===== src/verilog/drb_pkg.sv =====
// Purpose: shared constants and carriers for the drive register bridge
// Assumes: 125 MHz ref_clk, 8 ns period
// Notes:   times kept in ns, cycle counts derived here
package drb_pkg;
  localparam int CLK_PERIOD_NS   = 8;
  // least times round up
  localparam int DESKEW_NS       = 220;
  localparam int DESKEW_CYC      = (DESKEW_NS + CLK_PERIOD_NS - 1) / CLK_PERIOD_NS;
  localparam int STROBE_NS       = 85;
  localparam int STROBE_CYC      = (STROBE_NS + CLK_PERIOD_NS - 1) / CLK_PERIOD_NS;
  localparam int SETTLE_NS       = 200;
  localparam int SETTLE_CYC      = (SETTLE_NS + CLK_PERIOD_NS - 1) / CLK_PERIOD_NS;
  localparam int DRIVE_RESPONSE_TIMEOUT_NS = 1500;
  localparam int DRIVE_RESPONSE_TIMEOUT_CYC =
    (DRIVE_RESPONSE_TIMEOUT_NS + CLK_PERIOD_NS - 1) / CLK_PERIOD_NS;
  localparam int TMR_W           = 8;
  localparam int ADDR_W          = 16;
  localparam int EXT_W           = 2;
  localparam int EXT_LSB         = 8;
  localparam logic [15:0] ADDR_RST = 16'h0000;
  localparam logic [1:0]  EXT_RST  = 2'h0;

  typedef enum logic [5:0] {
    DRB_IDLE   = 6'b00_0001,
    DRB_DESKEW = 6'b00_0010,
    DRB_DEMAND = 6'b00_0100,
    DRB_SETTLE = 6'b00_1000,
    DRB_LOCAL  = 6'b01_0000,
    DRB_DONE   = 6'b10_0000
  } drb_state_e;

  // host cycle qualifiers from the address decoder
  typedef struct packed {
    logic device_selected;
    logic address_valid;
    logic local_select;
    logic attn_summary;
    logic cs1_sel;
    logic buf_sel;
    logic addr_sel;
    logic write_direction;
    logic read_pause_cycle;
    logic hi_byte;
    logic lo_byte;
    logic xfer_func;
  } drb_req_s;

  typedef struct packed {
    logic [1:0]  ext;
    logic [15:0] addr;
  } drb_addr_s;
endpackage


===== src/verilog/drb_sync3.sv =====
// Purpose: three-flop pin synchroniser with agreement filter
// Assumes: input asynchronous to ref_clk
// Notes:   first stage is read only by the second
`timescale 1ns/1ns
module drb_sync3 (
  input  wire logic ref_clk,
  input  wire logic rst,
  input  wire logic d,
  output logic      q
);
  logic [2:0] s_r;
  logic [2:0] s_nxt;
  logic       q_r;
  logic       q_nxt;

  always_comb begin
    s_nxt = {s_r[1:0], d};
    q_nxt = (s_r[1] == s_r[2]) ? s_r[1] : q_r;
  end

  always_ff @(posedge ref_clk) begin
    if (rst) begin
      s_r <= 3'h0;
      q_r <= 1'b0;
    end else begin
      s_r <= s_nxt;
      q_r <= q_nxt;
    end
  end

  assign q = q_r;
endmodule


===== src/verilog/drb_addr_cnt.sv =====
// Purpose: transfer address counter with extension bits
// Assumes: strobes single cycle, same clock
// Notes:   clear beats load beats count
`timescale 1ns/1ns
module drb_addr_cnt (
  input  wire logic              ref_clk,
  input  wire logic              rst,
  input  wire logic              ctl_clear,
  input  wire logic              load,
  input  wire logic              hi_byte,
  input  wire logic              lo_byte,
  input  wire logic              ext_load,
  input  wire logic [15:0]       wdata,
  input  wire logic              count_strobe,
  input  wire logic              count_downward,
  input  wire logic              address_hold,
  output drb_pkg::drb_addr_s     addr
);
  drb_pkg::drb_addr_s a_r;
  drb_pkg::drb_addr_s a_nxt;

  always_comb begin
    a_nxt = a_r;
    if (ctl_clear) begin
      a_nxt.addr = drb_pkg::ADDR_RST;
    end else if (load) begin
      if (hi_byte) a_nxt.addr[15:8] = wdata[15:8];
      if (lo_byte) a_nxt.addr[7:0] = wdata[7:0];
    end else if (count_strobe && !address_hold) begin
      a_nxt.addr = count_downward ? a_r.addr - 16'h0002
                                  : a_r.addr + 16'h0002;
    end
    if (ext_load) begin
      a_nxt.ext = wdata[drb_pkg::EXT_LSB +: drb_pkg::EXT_W];
    end
  end

  always_ff @(posedge ref_clk) begin
    if (rst) begin
      a_r.addr <= drb_pkg::ADDR_RST;
      a_r.ext  <= drb_pkg::EXT_RST;
    end else begin
      a_r <= a_nxt;
    end
  end

  assign addr = a_r;
endmodule


===== src/verilog/drb_bridge.sv =====
// Purpose: host register cycle bridge to drive bus, plus dma address
// Assumes: master_sync and drive_transfer_ack are pins; rest same clock
// Notes:   timing by counted cycles after synchronised master_sync
`timescale 1ns/1ns
// What this block does
// - attention summary: ignore acks, wait 1.5 us
// - remote read: 200 ns settle then slave_sync
// - local: strobe at 85 ns, sync at end
// - demand starts 1.5 us timer; response clears
// - timeout: slave_sync, error unless attention summary
// - deselect clears missing drive error; timer only when idle
// - local register access suppresses demand
// - high byte write to csr one suppresses
// - transfer during transfer raises collision block
// - illegal address: no demand, no slave_sync
// - dma address onto port a or b
// - port_select clear after power up
// - buffer read pops silo unless read pause
// - silo_pop with slave_sync until master_sync drops
// - address register loads per byte enables
// - extension bits load on ready high write
// - controller clear zeroes transfer address, not extension bits
// - count on strobe end, direction selectable
// - address_hold stops transfer address counting
// - demand 220 ns after master_sync
module drb_bridge (
  input  wire logic              ref_clk,
  input  wire logic              rst,
  input  wire logic              master_sync,
  input  drb_pkg::drb_req_s      req,
  input  wire logic [15:0]       wdata,
  input  wire logic              drive_transfer_ack,
  input  wire logic              xfer_busy,
  input  wire logic              controller_ready,
  input  wire logic              ctl_clear,
  input  wire logic              port_select_set,
  input  wire logic              port_select_clr,
  input  wire logic              count_downward,
  input  wire logic              address_hold,
  input  wire logic              dma_cycle,
  input  wire logic              address_drive_strobe,
  output logic                   slave_sync,
  output logic                   drive_demand,
  output logic                   local_register_strobe,
  output logic                   demand_suppress,
  output logic                   transfer_collision_block,
  output logic                   missing_drive_error,
  output logic                   silo_pop,
  output logic                   port_select,
  output logic                   port_a_en,
  output logic                   port_b_en,
  output drb_pkg::drb_addr_s     port_a_addr,
  output drb_pkg::drb_addr_s     port_b_addr,
  output drb_pkg::drb_addr_s     transfer_address
);
  localparam int DESKEW_CYC  = drb_pkg::DESKEW_CYC;
  localparam int STROBE_CYC  = drb_pkg::STROBE_CYC;
  localparam int SETTLE_CYC  = drb_pkg::SETTLE_CYC;
  localparam int TIMEOUT_CYC = drb_pkg::DRIVE_RESPONSE_TIMEOUT_CYC;

  logic master_sync_s;
  logic ack_s;
  drb_sync3 u_master_sync (.ref_clk(ref_clk), .rst(rst), .d(master_sync), .q(master_sync_s));
  drb_sync3 u_ack (.ref_clk(ref_clk), .rst(rst), .d(drive_transfer_ack), .q(ack_s));

  drb_pkg::drb_state_e         st_r;
  drb_pkg::drb_state_e         st_nxt;
  logic [drb_pkg::TMR_W-1:0]   tmr_r;
  logic [drb_pkg::TMR_W-1:0]   tmr_nxt;
  logic                        slave_sync_r;
  logic                        slave_sync_nxt;
  logic                        dem_r;
  logic                        dem_nxt;
  logic                        strb_r;
  logic                        strb_nxt;
  logic                        ned_r;
  logic                        ned_nxt;
  logic                        pop_r;
  logic                        pop_nxt;
  logic                        supp_r;
  logic                        supp_nxt;
  logic                        coll_r;
  logic                        coll_nxt;
  logic                        psel_r;
  logic                        psel_nxt;
  logic                        ads_d_r;
  logic                        odd_cs1;
  logic                        coll;
  logic                        supp;
  logic                        addr_load;
  logic                        ext_load;
  logic                        cnt_strobe;
  drb_pkg::drb_addr_s          addr;

  // suppression terms
  always_comb begin
    odd_cs1 = req.cs1_sel && req.write_direction && req.hi_byte && !req.lo_byte;
    coll    = req.xfer_func && req.write_direction && xfer_busy;
    supp    = req.local_select || odd_cs1 || coll;
  end

  // host cycle sequencer
  always_comb begin
    st_nxt   = st_r;
    tmr_nxt  = tmr_r;
    slave_sync_nxt = slave_sync_r;
    dem_nxt  = dem_r;
    strb_nxt = 1'b0;
    ned_nxt  = ned_r;
    pop_nxt  = pop_r;
    supp_nxt = supp_r;
    coll_nxt = coll_r;
    case (st_r)
      drb_pkg::DRB_IDLE: begin
        tmr_nxt = '0;
        // illegal address: no state change, no answer
        if (master_sync_s && req.device_selected && req.address_valid) begin
          supp_nxt = supp;
          coll_nxt = coll;
          st_nxt   = supp ? drb_pkg::DRB_LOCAL : drb_pkg::DRB_DESKEW;
        end
      end
      drb_pkg::DRB_DESKEW: begin
        tmr_nxt  = tmr_r + 1'b1;
        // word writes to csr one still clock its local high byte
        strb_nxt = (32'(tmr_r) + 1 == STROBE_CYC);
        if (!master_sync_s) begin
          st_nxt = drb_pkg::DRB_DONE;
        end else if (32'(tmr_r) + 1 >= DESKEW_CYC) begin
          dem_nxt = 1'b1;
          tmr_nxt = '0;
          st_nxt  = drb_pkg::DRB_DEMAND;
        end
      end
      drb_pkg::DRB_DEMAND: begin
        tmr_nxt = tmr_r + 1'b1;
        if (ack_s && !req.attn_summary) begin
          tmr_nxt = '0;
          dem_nxt = 1'b0;
          if (req.write_direction) begin
            slave_sync_nxt = 1'b1;
            st_nxt   = drb_pkg::DRB_DONE;
          end else begin
            st_nxt = drb_pkg::DRB_SETTLE;
          end
        end else if (32'(tmr_r) + 1 >= TIMEOUT_CYC) begin
          dem_nxt  = 1'b0;
          slave_sync_nxt = 1'b1;
          ned_nxt  = !req.attn_summary;
          st_nxt   = drb_pkg::DRB_DONE;
        end
      end
      drb_pkg::DRB_SETTLE: begin
        tmr_nxt = tmr_r + 1'b1;
        if (32'(tmr_r) + 1 >= SETTLE_CYC) begin
          slave_sync_nxt = 1'b1;
          pop_nxt  = req.buf_sel && !req.read_pause_cycle;
          st_nxt   = drb_pkg::DRB_DONE;
        end
      end
      drb_pkg::DRB_LOCAL: begin
        tmr_nxt  = tmr_r + 1'b1;
        strb_nxt = (32'(tmr_r) + 1 == STROBE_CYC);
        if (strb_r) begin
          slave_sync_nxt = 1'b1;
          pop_nxt  = req.buf_sel && !req.write_direction
                     && !req.read_pause_cycle;
          st_nxt   = drb_pkg::DRB_DONE;
        end
      end
      drb_pkg::DRB_DONE: begin
        if (!master_sync_s) begin
          slave_sync_nxt = 1'b0;
          pop_nxt  = 1'b0;
          supp_nxt = 1'b0;
          coll_nxt = 1'b0;
          st_nxt   = drb_pkg::DRB_IDLE;
        end
      end
      default: begin
        st_nxt = drb_pkg::DRB_IDLE;
      end
    endcase
    if (!req.device_selected && !master_sync_s) begin
      ned_nxt = 1'b0;
      if (st_r == drb_pkg::DRB_IDLE) tmr_nxt = '0;
    end
  end

  always_ff @(posedge ref_clk) begin
    if (rst) begin
      st_r   <= drb_pkg::DRB_IDLE;
      tmr_r  <= '0;
      slave_sync_r <= 1'b0;
      dem_r  <= 1'b0;
      strb_r <= 1'b0;
      ned_r  <= 1'b0;
      pop_r  <= 1'b0;
      supp_r <= 1'b0;
      coll_r <= 1'b0;
    end else begin
      st_r   <= st_nxt;
      tmr_r  <= tmr_nxt;
      slave_sync_r <= slave_sync_nxt;
      dem_r  <= dem_nxt;
      strb_r <= strb_nxt;
      ned_r  <= ned_nxt;
      pop_r  <= pop_nxt;
      supp_r <= supp_nxt;
      coll_r <= coll_nxt;
    end
  end

  // address register loads ride the local strobe
  always_comb begin
    addr_load  = strb_r && req.addr_sel && req.write_direction;
    ext_load   = strb_r && req.cs1_sel && req.write_direction
                 && req.hi_byte && controller_ready;
    cnt_strobe = ads_d_r && !address_drive_strobe;
    psel_nxt   = psel_r;
    if (port_select_set) psel_nxt = 1'b1;
    if (port_select_clr) psel_nxt = 1'b0;
  end

  always_ff @(posedge ref_clk) begin
    if (rst) begin
      psel_r  <= 1'b0;
      ads_d_r <= 1'b0;
    end else begin
      psel_r  <= psel_nxt;
      ads_d_r <= address_drive_strobe;
    end
  end

  drb_addr_cnt u_addr (
    .ref_clk        (ref_clk),
    .rst            (rst),
    .ctl_clear      (ctl_clear),
    .load           (addr_load),
    .hi_byte        (req.hi_byte),
    .lo_byte        (req.lo_byte),
    .ext_load       (ext_load),
    .wdata          (wdata),
    .count_strobe   (cnt_strobe),
    .count_downward (count_downward),
    .address_hold   (address_hold),
    .addr           (addr)
  );

  // port drive registered so outputs leave flops
  logic               pa_en_r;
  logic               pb_en_r;
  drb_pkg::drb_addr_s pa_r;
  drb_pkg::drb_addr_s pb_r;
  always_ff @(posedge ref_clk) begin
    if (rst) begin
      pa_en_r <= 1'b0;
      pb_en_r <= 1'b0;
      pa_r    <= '0;
      pb_r    <= '0;
    end else begin
      pa_en_r <= dma_cycle && address_drive_strobe && !psel_r;
      pb_en_r <= dma_cycle && address_drive_strobe && psel_r;
      pa_r    <= (dma_cycle && !psel_r) ? addr : '0;
      pb_r    <= (dma_cycle && psel_r) ? addr : '0;
    end
  end

  assign slave_sync               = slave_sync_r;
  assign drive_demand             = dem_r;
  assign local_register_strobe    = strb_r;
  assign demand_suppress          = supp_r;
  assign transfer_collision_block = coll_r;
  assign missing_drive_error      = ned_r;
  assign silo_pop                 = pop_r;
  assign port_select              = psel_r;
  assign port_a_en                = pa_en_r;
  assign port_b_en                = pb_en_r;
  assign port_a_addr              = pa_r;
  assign port_b_addr              = pb_r;
  assign transfer_address         = addr;

  property p_slave_sync_release;
    @(posedge ref_clk) disable iff (rst)
      (slave_sync_r && !master_sync_s && st_r == drb_pkg::DRB_DONE) |=> !slave_sync_r;
  endproperty
  a_slave_sync_release: assert property (p_slave_sync_release)
    else $error("slave_sync held after master_sync dropped");

  property p_illegal;
    @(posedge ref_clk) disable iff (rst)
      (st_r == drb_pkg::DRB_IDLE && !req.address_valid) |=> !dem_r && !slave_sync_r;
  endproperty
  a_illegal: assert property (p_illegal)
    else $error("illegal address answered");

  property p_supp_no_dem;
    @(posedge ref_clk) disable iff (rst)
      supp_r |-> !dem_r;
  endproperty
  a_supp_no_dem: assert property (p_supp_no_dem)
    else $error("demand under suppression");

  property p_pop_with_sync;
    @(posedge ref_clk) disable iff (rst)
      $rose(pop_r) |-> $rose(slave_sync_r);
  endproperty
  a_pop_with_sync: assert property (p_pop_with_sync)
    else $error("silo_pop not aligned to slave_sync");

  property p_strobe_then_sync;
    @(posedge ref_clk) disable iff (rst)
      (strb_r && st_r == drb_pkg::DRB_LOCAL) |=> slave_sync_r && !strb_r;
  endproperty
  a_strobe_then_sync: assert property (p_strobe_then_sync)
    else $error("local sync not at strobe end");

  property p_ned_attn;
    @(posedge ref_clk) disable iff (rst)
      (req.attn_summary && st_r == drb_pkg::DRB_DEMAND) |=> !$rose(ned_r);
  endproperty
  a_ned_attn: assert property (p_ned_attn)
    else $error("missing drive flagged on attention summary");

  property p_psel;
    @(posedge ref_clk) disable iff (rst)
      !(pa_en_r && pb_en_r);
  endproperty
  a_psel: assert property (p_psel)
    else $error("both ports driven");

  property p_ned_clear;
    @(posedge ref_clk) disable iff (rst)
      (!req.device_selected && !master_sync_s) |=> !ned_r;
  endproperty
  a_ned_clear: assert property (p_ned_clear)
    else $error("missing drive error not cleared on deselect");
endmodule


===== config.mk =====
export PLATFORM = sky130hd
export DESIGN_NAME = drb_bridge
export DESIGN_NICKNAME = d
export VERILOG_FILES = /design/src/verilog/drb_pkg.sv /design/src/verilog/drb_sync3.sv /design/src/verilog/drb_addr_cnt.sv /design/src/verilog/drb_bridge.sv
export SDC_FILE = /design/constraint.sdc
export NUM_CORES = 1
export LEC_CHECK = 0
export BUFFER_PORTS_ARGS = -buffer_cell sky130_fd_sc_hd__buf_2
export CAP_MARGIN = 20
export CORE_MARGIN = 2
export CORE_UTILIZATION = 25
export DETAILED_ROUTE_END_ITERATION = 7
export PLACE_DENSITY_LB_ADDON = 0.12
export SLEW_MARGIN = 20
export SYNTH_ARGS = -nofsm -noshare
export SYNTH_HDL_FRONTEND = slang
export SYNTH_HIERARCHICAL = 1
export SYNTH_SLANG_ARGS = --single-unit

===== constraint.sdc =====
create_clock -name ref_clk -period 4.9 [get_ports ref_clk]
set_input_delay 0.49 -clock ref_clk [delete_from_list [all_inputs] [get_ports ref_clk]]
set_output_delay 0.49 -clock ref_clk [all_outputs]
set_load 0.05 [all_outputs]

==> results of run 1 <==
==> cell usage after synthesis, types with 3 or more instances <==
| cell | count |
|---|---|
| a22oi_1 | 3 |
| ha_1 | 16 |
| nor4_1 | 3 |
| nand3_1 | 20 |
| and3b_1 | 4 |
| mux2i_1 | 5 |
| dfxtp_1 | 87 |
| and2_1 | 38 |
| mux2_2 | 3 |
| nor2b_1 | 14 |
| o21ai_1 | 3 |
| nand3b_1 | 7 |
| nand4_1 | 4 |
| nand2b_1 | 7 |
| nand2_1 | 40 |
| nor3b_1 | 4 |
| nor2_1 | 36 |
| o21ai_0 | 20 |
| o211ai_1 | 3 |
| inv_1 | 6 |
| a2111oi_0 | 4 |
| xor2_1 | 6 |
| and3_1 | 6 |
| buf_2 | 3 |
| or4_1 | 3 |
| a21oi_1 | 35 |
| a22o_1 | 3 |
| clkbuf_1 | 12 |
| o221ai_1 | 5 |
| nor3_1 | 9 |
| a21o_1 | 6 |
| a31oi_1 | 6 |
| xnor2_1 | 7 |
| a211oi_1 | 6 |
==> cell families after synthesis <==
kind of cell,after synthesis,share of synthesized area
AOI/OAI and AO/OA,117,0.183
xor gates and xnor gates,13,0.0268
adders and majority gates,17,0.0519
buffers and inverters,27,0.0295
DFF,87,0.410
muxes,8,0.0197
and+or+nand+nor,212,0.279
==> sequential cells by signal (all words and copies together), names as in the netlist, 3 cells and up <==
register / count
port_a_addr: 18
port_b_addr: 18
u_addr/addr: 18
tmr_r: 8
st_r: 6
u_ack/s_r: 3
u_master_sync/s_r: 3
==> area by class of cell <==
type	count	area (sq um)	share of cell area
sequential	87	1740	0.331
clock inverter	7	77.6	0.0147
tap	220	275	0.0522
multi-input combinational	367	2380	0.452
clock buffer	9	225	0.0427
inverter	6	22.5	0.00427
timing repair buffer	107	543	0.103
==> how the worst max path moves through the flow <==
| stage | from | to | slack, ns | cells after the start |
|---|---|---|---|---|
| after CTS | tmr_r[0]$_SDFF_PP0_ | st_r[5]$_SDFFE_PP0P_ | 2.35 | 7 |
| after floorplan | u_addr/addr[10]$_SDFFE_PP0P_ | u_addr/addr[15]$_SDFFE_PP0P_ | 2.45 | 9 |
| after global routing | tmr_r[3]$_SDFF_PP0_ | st_r[5]$_SDFFE_PP0P_ | 2.17 | 6 |
| after global placement | count_downward | u_addr/addr[15]$_SDFFE_PP0P_ | 2.26 | 9 |
| after detailed placement | count_downward | u_addr/addr[15]$_SDFFE_PP0P_ | 2.20 | 9 |
| final | tmr_r[0]$_SDFF_PP0_ | st_r[5]$_SDFFE_PP0P_ | 2.34 | 7 |
==> routing by layer <==
metal  GRT usage  share of wire  up-vias
met2       0.240           0.49       86
met3      0.0295          0.039       10
met1       0.186           0.46     1852
met4      0.0497          0.013        0
li1            -              -     1934
met5           0              0        -
==> power breakdown <==
group	leakage (nW)	total [W]	internal [W]	switching (W)
registers	0.703	0.000717	0.000713	0.00000419
logic	1.44	0.0000978	0.0000358	0.0000620
clock network	0.147	0.000715	0.000401	0.000314
total	2.29	0.00153	0.00115	0.000380
==> per-stage QoR <==
step | power, W | cells | instance area [sq um] | setup WS, ns
CTS | 0.00155 | 803 | 5270 | 2.35
detailed placement | 0.000831 | 787 | 4970 | 2.20
global placement | 0.000830 | 787 | 4970 | 2.26
floorplan | 0.000789 | 481 | 4250 | 2.45
finish | 0.00153 | 803 | 5270 | 2.34
global route | 0.00159 | 803 | 5270 | 2.17
==> worst reg2reg max path: stages (launching register included) <==
cell      delay (ns)
dfxtp_1         0.53
ha_1            0.39
and3b_1         0.19
o21ai_0         0.08
a311oi_1        0.32
and4bb_2        0.32
or4_1           0.52
a21oi_1         0.14
==> metrics.yaml, run 1 <==
grt:
  first_global_vias: 3664
  antenna_found_initial: 0
  grt_max_degree: 32
  grt_first_pass_wirelength_microns: 20100
  overflow: 0
  track_usage: 0.144
timing:
  worstMarginPinSlew_ns: 0.799
  tns_ns: 0
  skew_ns: 0.0114
  fmax_ghz: 0.390
  rsz0062_at_grt: "no"
  hold_viol_final: 0
  fin_crit_sh: 0.523
  fin_crit_ns: 2.56
  setup_viol: 0
  drv_slew: 0
  hold_slack_ns: 0.294
  max_slew_margin: 0.468
clock_network:
  clock_sinks: 87
  cts_tree: "done"
  ctsHoldBuffers: 0
  clockBufferDepth: 2
  post-cts-setup-buffer-count: 0
  cts_made_buffers: 9
  clkSlewWorstSetupHoldPaths_ns: 0.07
  cts_resized: 0
  root_buffer: "clkbuf_16"
  clk_latency_ns: 0.35
  cts_max_level: 3
detailed_routing:
  post_drt_wl_per_cell_microns: 16.1
  viasPerCell: 4.83
  firstDrtPassIters: 5
  routed_wl_microns: 12900
  drc_errors: 0
  ant_nets: 0
  drtIter0Drc: 219
  num_vias: 3882
floorplanning:
  rows: 47
  dieWidth_microns: 134
  initial_core_util: 0.256
  design.core.area_sq_um: 16600
  dieArea_sq_um: 18000
  fp.dieH_microns: 134
  ios: 105
logic_synthesis:
  syn_area_per_cell_sq_um: 8.83
  synth.area.top_cells: "dfxtp_1 (41%), and2_1 (5.6%), ha_1 (4.7%), a21oi_1 (4.1%), nand2_1 (3.5%)"
  syn-cell-area_sq_um: 4250
  syn_inst: 481
  yosysSeqAreaShare: 0.410
  ys.flop_type: "dfxtp_1"
  async_flop_share: 0
  ys_ff_latch: 87
  synth_fp_nets: 539
  synth_edf_count: 0
  synth_top_area_share: 0.410
  yosys_warnings: 6
  synth.distinct_cells: 68
  synth_top_cell_by_area: "dfxtp_1"
worst_setup_path:
  crit_family: "simple AND/OR/NAND/NOR gates"
  critPathSlowestCell: "dfxtp_1"
  crit_path_end_kind: "register"
  r2r-end: "st_r[5]$_SDFFE_PP0P_"
  reg2reg_depth: 7
  ff2ff_setup_slack_ns: 2.34
  worstPathArrival_ns: 2.85
  crit_path_max_fanout: 11
  reg2reg_from: "tmr_r[0]$_SDFF_PP0_"
  critPathLaunchType: "register"
  cp_num_buf_inv: 0
  crit_type: "register to register"
  crit_required_ns: 5.18
  worstPathCellList: "ha_1, and3b_1, o21ai_0, a311oi_1, and4bb_2, or4_1, a21oi_1"
  slowest_delay_ns: 0.53
hold_path:
  min_from: "port_select_clr"
  hold_path.class: "primary input to register"
  hold-path-endpoint: "port_select$_SDFFE_PP0P_"
  worstHoldPathCells: 2
pwr:
  powerDensity_nw_per_um2: 290
  ir_drop_v: 0.000155
  power_leakage_nw: 2.29
outcome:
  outcome: "completed"
finish:
  final_cell_mix: "buf_2 (104), dfxtp_1 (87), nand2_1 (40)"
  layout-drive-gt1-share: 0.245
  final_util: 0.318
  syn2layout_area_growth_pct: 24.1
  fillCellCount: 1751
  num-nets-final: 636
  layout_commonest_cell: "buf_2"
  antenna_cells: 0
place:
  io_buffers: 104
  dp_hpwl_microns: 9820
  place.gp.congestion: 0.812
flow_run:
  max-cap-violations: 0
No activity file was read; power rests on OpenSTA's default activity.
==> run 2, diff against run 1 <==
--- a/config.mk
+++ b/config.mk
@@ -5,6 +5,7 @@
 export SDC_FILE = /design/constraint.sdc
 export NUM_CORES = 1
 export LEC_CHECK = 0
+export ABC_AREA = 1
 export BUFFER_PORTS_ARGS = -buffer_cell sky130_fd_sc_hd__buf_2
 export CAP_MARGIN = 20
 export CORE_MARGIN = 2
==> constraint.sdc (replaced) <==
create_clock -name ref_clk -period 2.1 [get_ports ref_clk]
set_input_delay 0.21 -clock ref_clk [delete_from_list [all_inputs] [get_ports ref_clk]]
set_output_delay 0.21 -clock ref_clk [all_outputs]
set_load 0.05 [all_outputs]
==> metrics.yaml, run 2 <==
worst_setup_path:
  crit_family: "simple AND/OR/NAND/NOR gates"
  slowest_delay_ns: 0.39  # -0.14 ns
  crit_top_cell: "nand2_1"
  worstPathCellList: "ha_1, nand2_2, nor2_4, nand2_1, nand2_1, nand2_1, nor2_1, nand4_1, nand2_2, nand2_4, nor2_2, nand2_1, nand2_1, nor2_1"
  critPathLaunchType: "register"
  crit_type: "register to register"
  crit_path_end_kind: "register"
  crit_path_max_fanout: 7  # -4
  worstPathArrival_ns: 2.13  # -0.72 ns
  critPathSlowestCell: "dfxtp_2"
  cp_num_buf_inv: 0  # unchanged
  crit_required_ns: 2.34  # -2.84 ns
hold_path:
  hold_path.class: "primary input to register"
grt:
  grt_first_pass_wirelength_microns: 20400  # +1.4%
  track_usage: 0.142  # -0.00226
  antenna_found_initial: 1  # +1
  grt_max_degree: 20  # -38%
  overflow: 0  # unchanged
  first_global_vias: 4012  # +9.5%
timing:
  worst_slack_ns: 0.206  # -2.13 ns
  drv_slew: 0  # unchanged
  hold_viol_final: 0  # unchanged
  rsz0062_at_grt: "no"
  tns_ns: 0  # unchanged
  setup_viol: 0  # unchanged
  max_slew_margin: 0.716  # +0.248
  worstMarginPinSlew_ns: 0.425  # -0.373 ns
  fin_crit_ns: 1.89  # -0.670 ns
  skew_ns: 0.00650  # -0.00493 ns
  fmax_ghz: 0.528  # +35%
  fin_crit_sh: 0.902  # +0.379
floorplanning:
  design.core.area_sq_um: 17200  # +3.9%
  dieArea_sq_um: 18600  # +3.1%
  initial_core_util: 0.254  # -0.00179
  rows: 48  # +2.1%
  ios: 105  # unchanged
  fp.dieH_microns: 136  # +1.5%
  dieWidth_microns: 136  # +1.5%
finish:
  antenna_cells: 0  # unchanged
  final_util: 0.320  # +0.00204
  final_cell_mix: "nand2_1 (149), buf_2 (104), nor2_1 (97)"
  stdcell_count: 982  # +22%
  layout_commonest_cell: "nand2_1"
  num-nets-final: 810  # +27%
  syn2layout_area_growth_pct: 25.8
  layout-drive-gt1-share: 0.225  # -0.0207
logic_synthesis:
  synth_fp_nets: 692  # +28%
  ys_ff_latch: 87  # unchanged
  yosys_warnings: 6  # unchanged
  syn-cell-area_sq_um: 4380  # +3.2%
  synthTopCellsByCount: "nand2_1 (149), nor2_1 (97), inv_1 (91)"
  synth.area.top_cells: "dfxtp_1 (40%), nand2_1 (13%), nor2_1 (8.3%), inv_1 (7.8%), nand3_1 (4.9%)"
  synth.distinct_cells: 40  # -41%
  syn_area_per_cell_sq_um: 6.91  # -22%
  synth_edf_count: 0  # unchanged
  async_flop_share: 0  # unchanged
  synth_top_area_share: 0.397  # -0.0128
  yosysMostFrequentCell: "nand2_1"
  syn_inst: 634  # +32%
  synth_top_cell_by_area: "dfxtp_1"
  ys.flop_type: "dfxtp_1"
  yosysSeqAreaShare: 0.397  # -0.0128
detailed_routing:
  viasPerCell: 4.35  # -10%
  drtIter0Drc: 147  # -33%
  drc_errors: 0  # unchanged
  post_drt_wl_per_cell_microns: 12.9  # -20%
  firstDrtPassIters: 4  # -1
  ant_nets: 0  # unchanged
  routed_wl_microns: 12700  # -2.0%
  num_vias: 4270  # +10%
pwr:
  power_leakage_nw: 2.74  # +20%
  powerDensity_nw_per_um2: 790  # +170%
  ir_drop_v: 0.000504  # +220%
flow_run:
  max-cap-violations: 0  # unchanged
clock_network:
  cts_max_level: 3  # unchanged
  clock_sinks: 87  # unchanged
  clk_latency_ns: 0.34  # about the same
  clkSlewWorstSetupHoldPaths_ns: 0.06  # about the same
  clockBufferDepth: 2  # unchanged
  cts_made_buffers: 9  # unchanged
  ctsHoldBuffers: 0  # unchanged
  cts_tree: "done"
  root_buffer: "clkbuf_16"
place:
  dp.cells: 965  # +23%
  io_buffers: 104  # unchanged
  dpl_worst_slack_ns: 0.123  # -2.08 ns
  dp_hpwl_microns: 10100  # +2.6%
  place.gp.congestion: 0.880  # +8.3%
outcome:
  outcome: "completed"
-- run 2: metal layers --
layer | routed length, microns | vias to the layer above | global-route usage
met5 | 11 | - | 0
met4 | 214 | 2 | 0.0521
met3 | 907 | 13 | 0.0466
met2 | 5350 | 119 | 0.213
met1 | 6210 | 1898 | 0.189
li1 | - | 2238 | -
-- run 2: area by class of cell --
cell class	count	area, sq um
timing repair buffer	116	611
fill	1863	11700
sequential	87	1740
multi-input combinational	440	2220
clock buffer	10	239
tap	225	282
inverter	98	368
clock inverter	6	50.0
-- run 2: kinds of logic (layout without fill, tap and decap cells) --
group	count (synthesis)	in the layout	share of synthesized area
xor gates and xnor gates	7	7	0.0140
muxes	1	1	0.00228
AOI/OAI and AO/OA	72	72	0.0897
DFF	87	87	0.397
buffers and inverters	107	230	0.0974
adders and majority gates	17	17	0.0503
and+or+nand+nor	343	343	0.349
-- run 2: repair_timing --
action / 4_1_cts / 5_1_grt
buffers inserted: 0 / 1
endpoints found under the hold margin: 0 / 0
gates resized for setup: 0 / 3
setup endpoints to repair: 0 / 11
-- run 2: final timing paths --
path	start	end	slack, ns	cells after the start
max	tmr_r[1]$_SDFF_PP0_	st_r[5]$_SDFFE_PP0P_	0.21	14
min	port_select_clr	port_select$_SDFFE_PP0P_	0.02	2
max reg2reg	tmr_r[1]$_SDFF_PP0_	st_r[5]$_SDFFE_PP0P_	0.21	14
min reg2reg	u_master_sync/s_r[0]$_SDFF_PP0_	u_master_sync/s_r[1]$_SDFF_PP0_	0.40	2
-- run 2: power by group --
group          internal, W  switching [W]
sequential         0.00173      0.0000621
clock             0.000849       0.000698
combinational     0.000362       0.000655
-- run 2: metrics by stage --
step	area (sq um)	hold slack (ns)	total power, W
final	5510	0.0241	0.00435
after floorplan	4380	0.279	0.00251
after global routing	5510	0.00529	0.00462
after detailed placement	5210	0.377	0.00282
after CTS	5500	0.00417	0.00441
after global placement	5210	0.375	0.00284
-- run 2: worst reg2reg max path, stage by stage, from the launching register on --
cell and delay [ns]:
dfxtp_2 0.39, ha_1 0.20, nand2_2 0.09, nor2_4 0.14, nand2_1 0.09, nand2_1 0.07, nand2_1 0.06, nor2_1 0.11
nand4_1 0.10, nand2_2 0.14, nand2_4 0.10, nor2_2 0.14, nand2_1 0.07, nand2_1 0.06, nor2_1 0.04
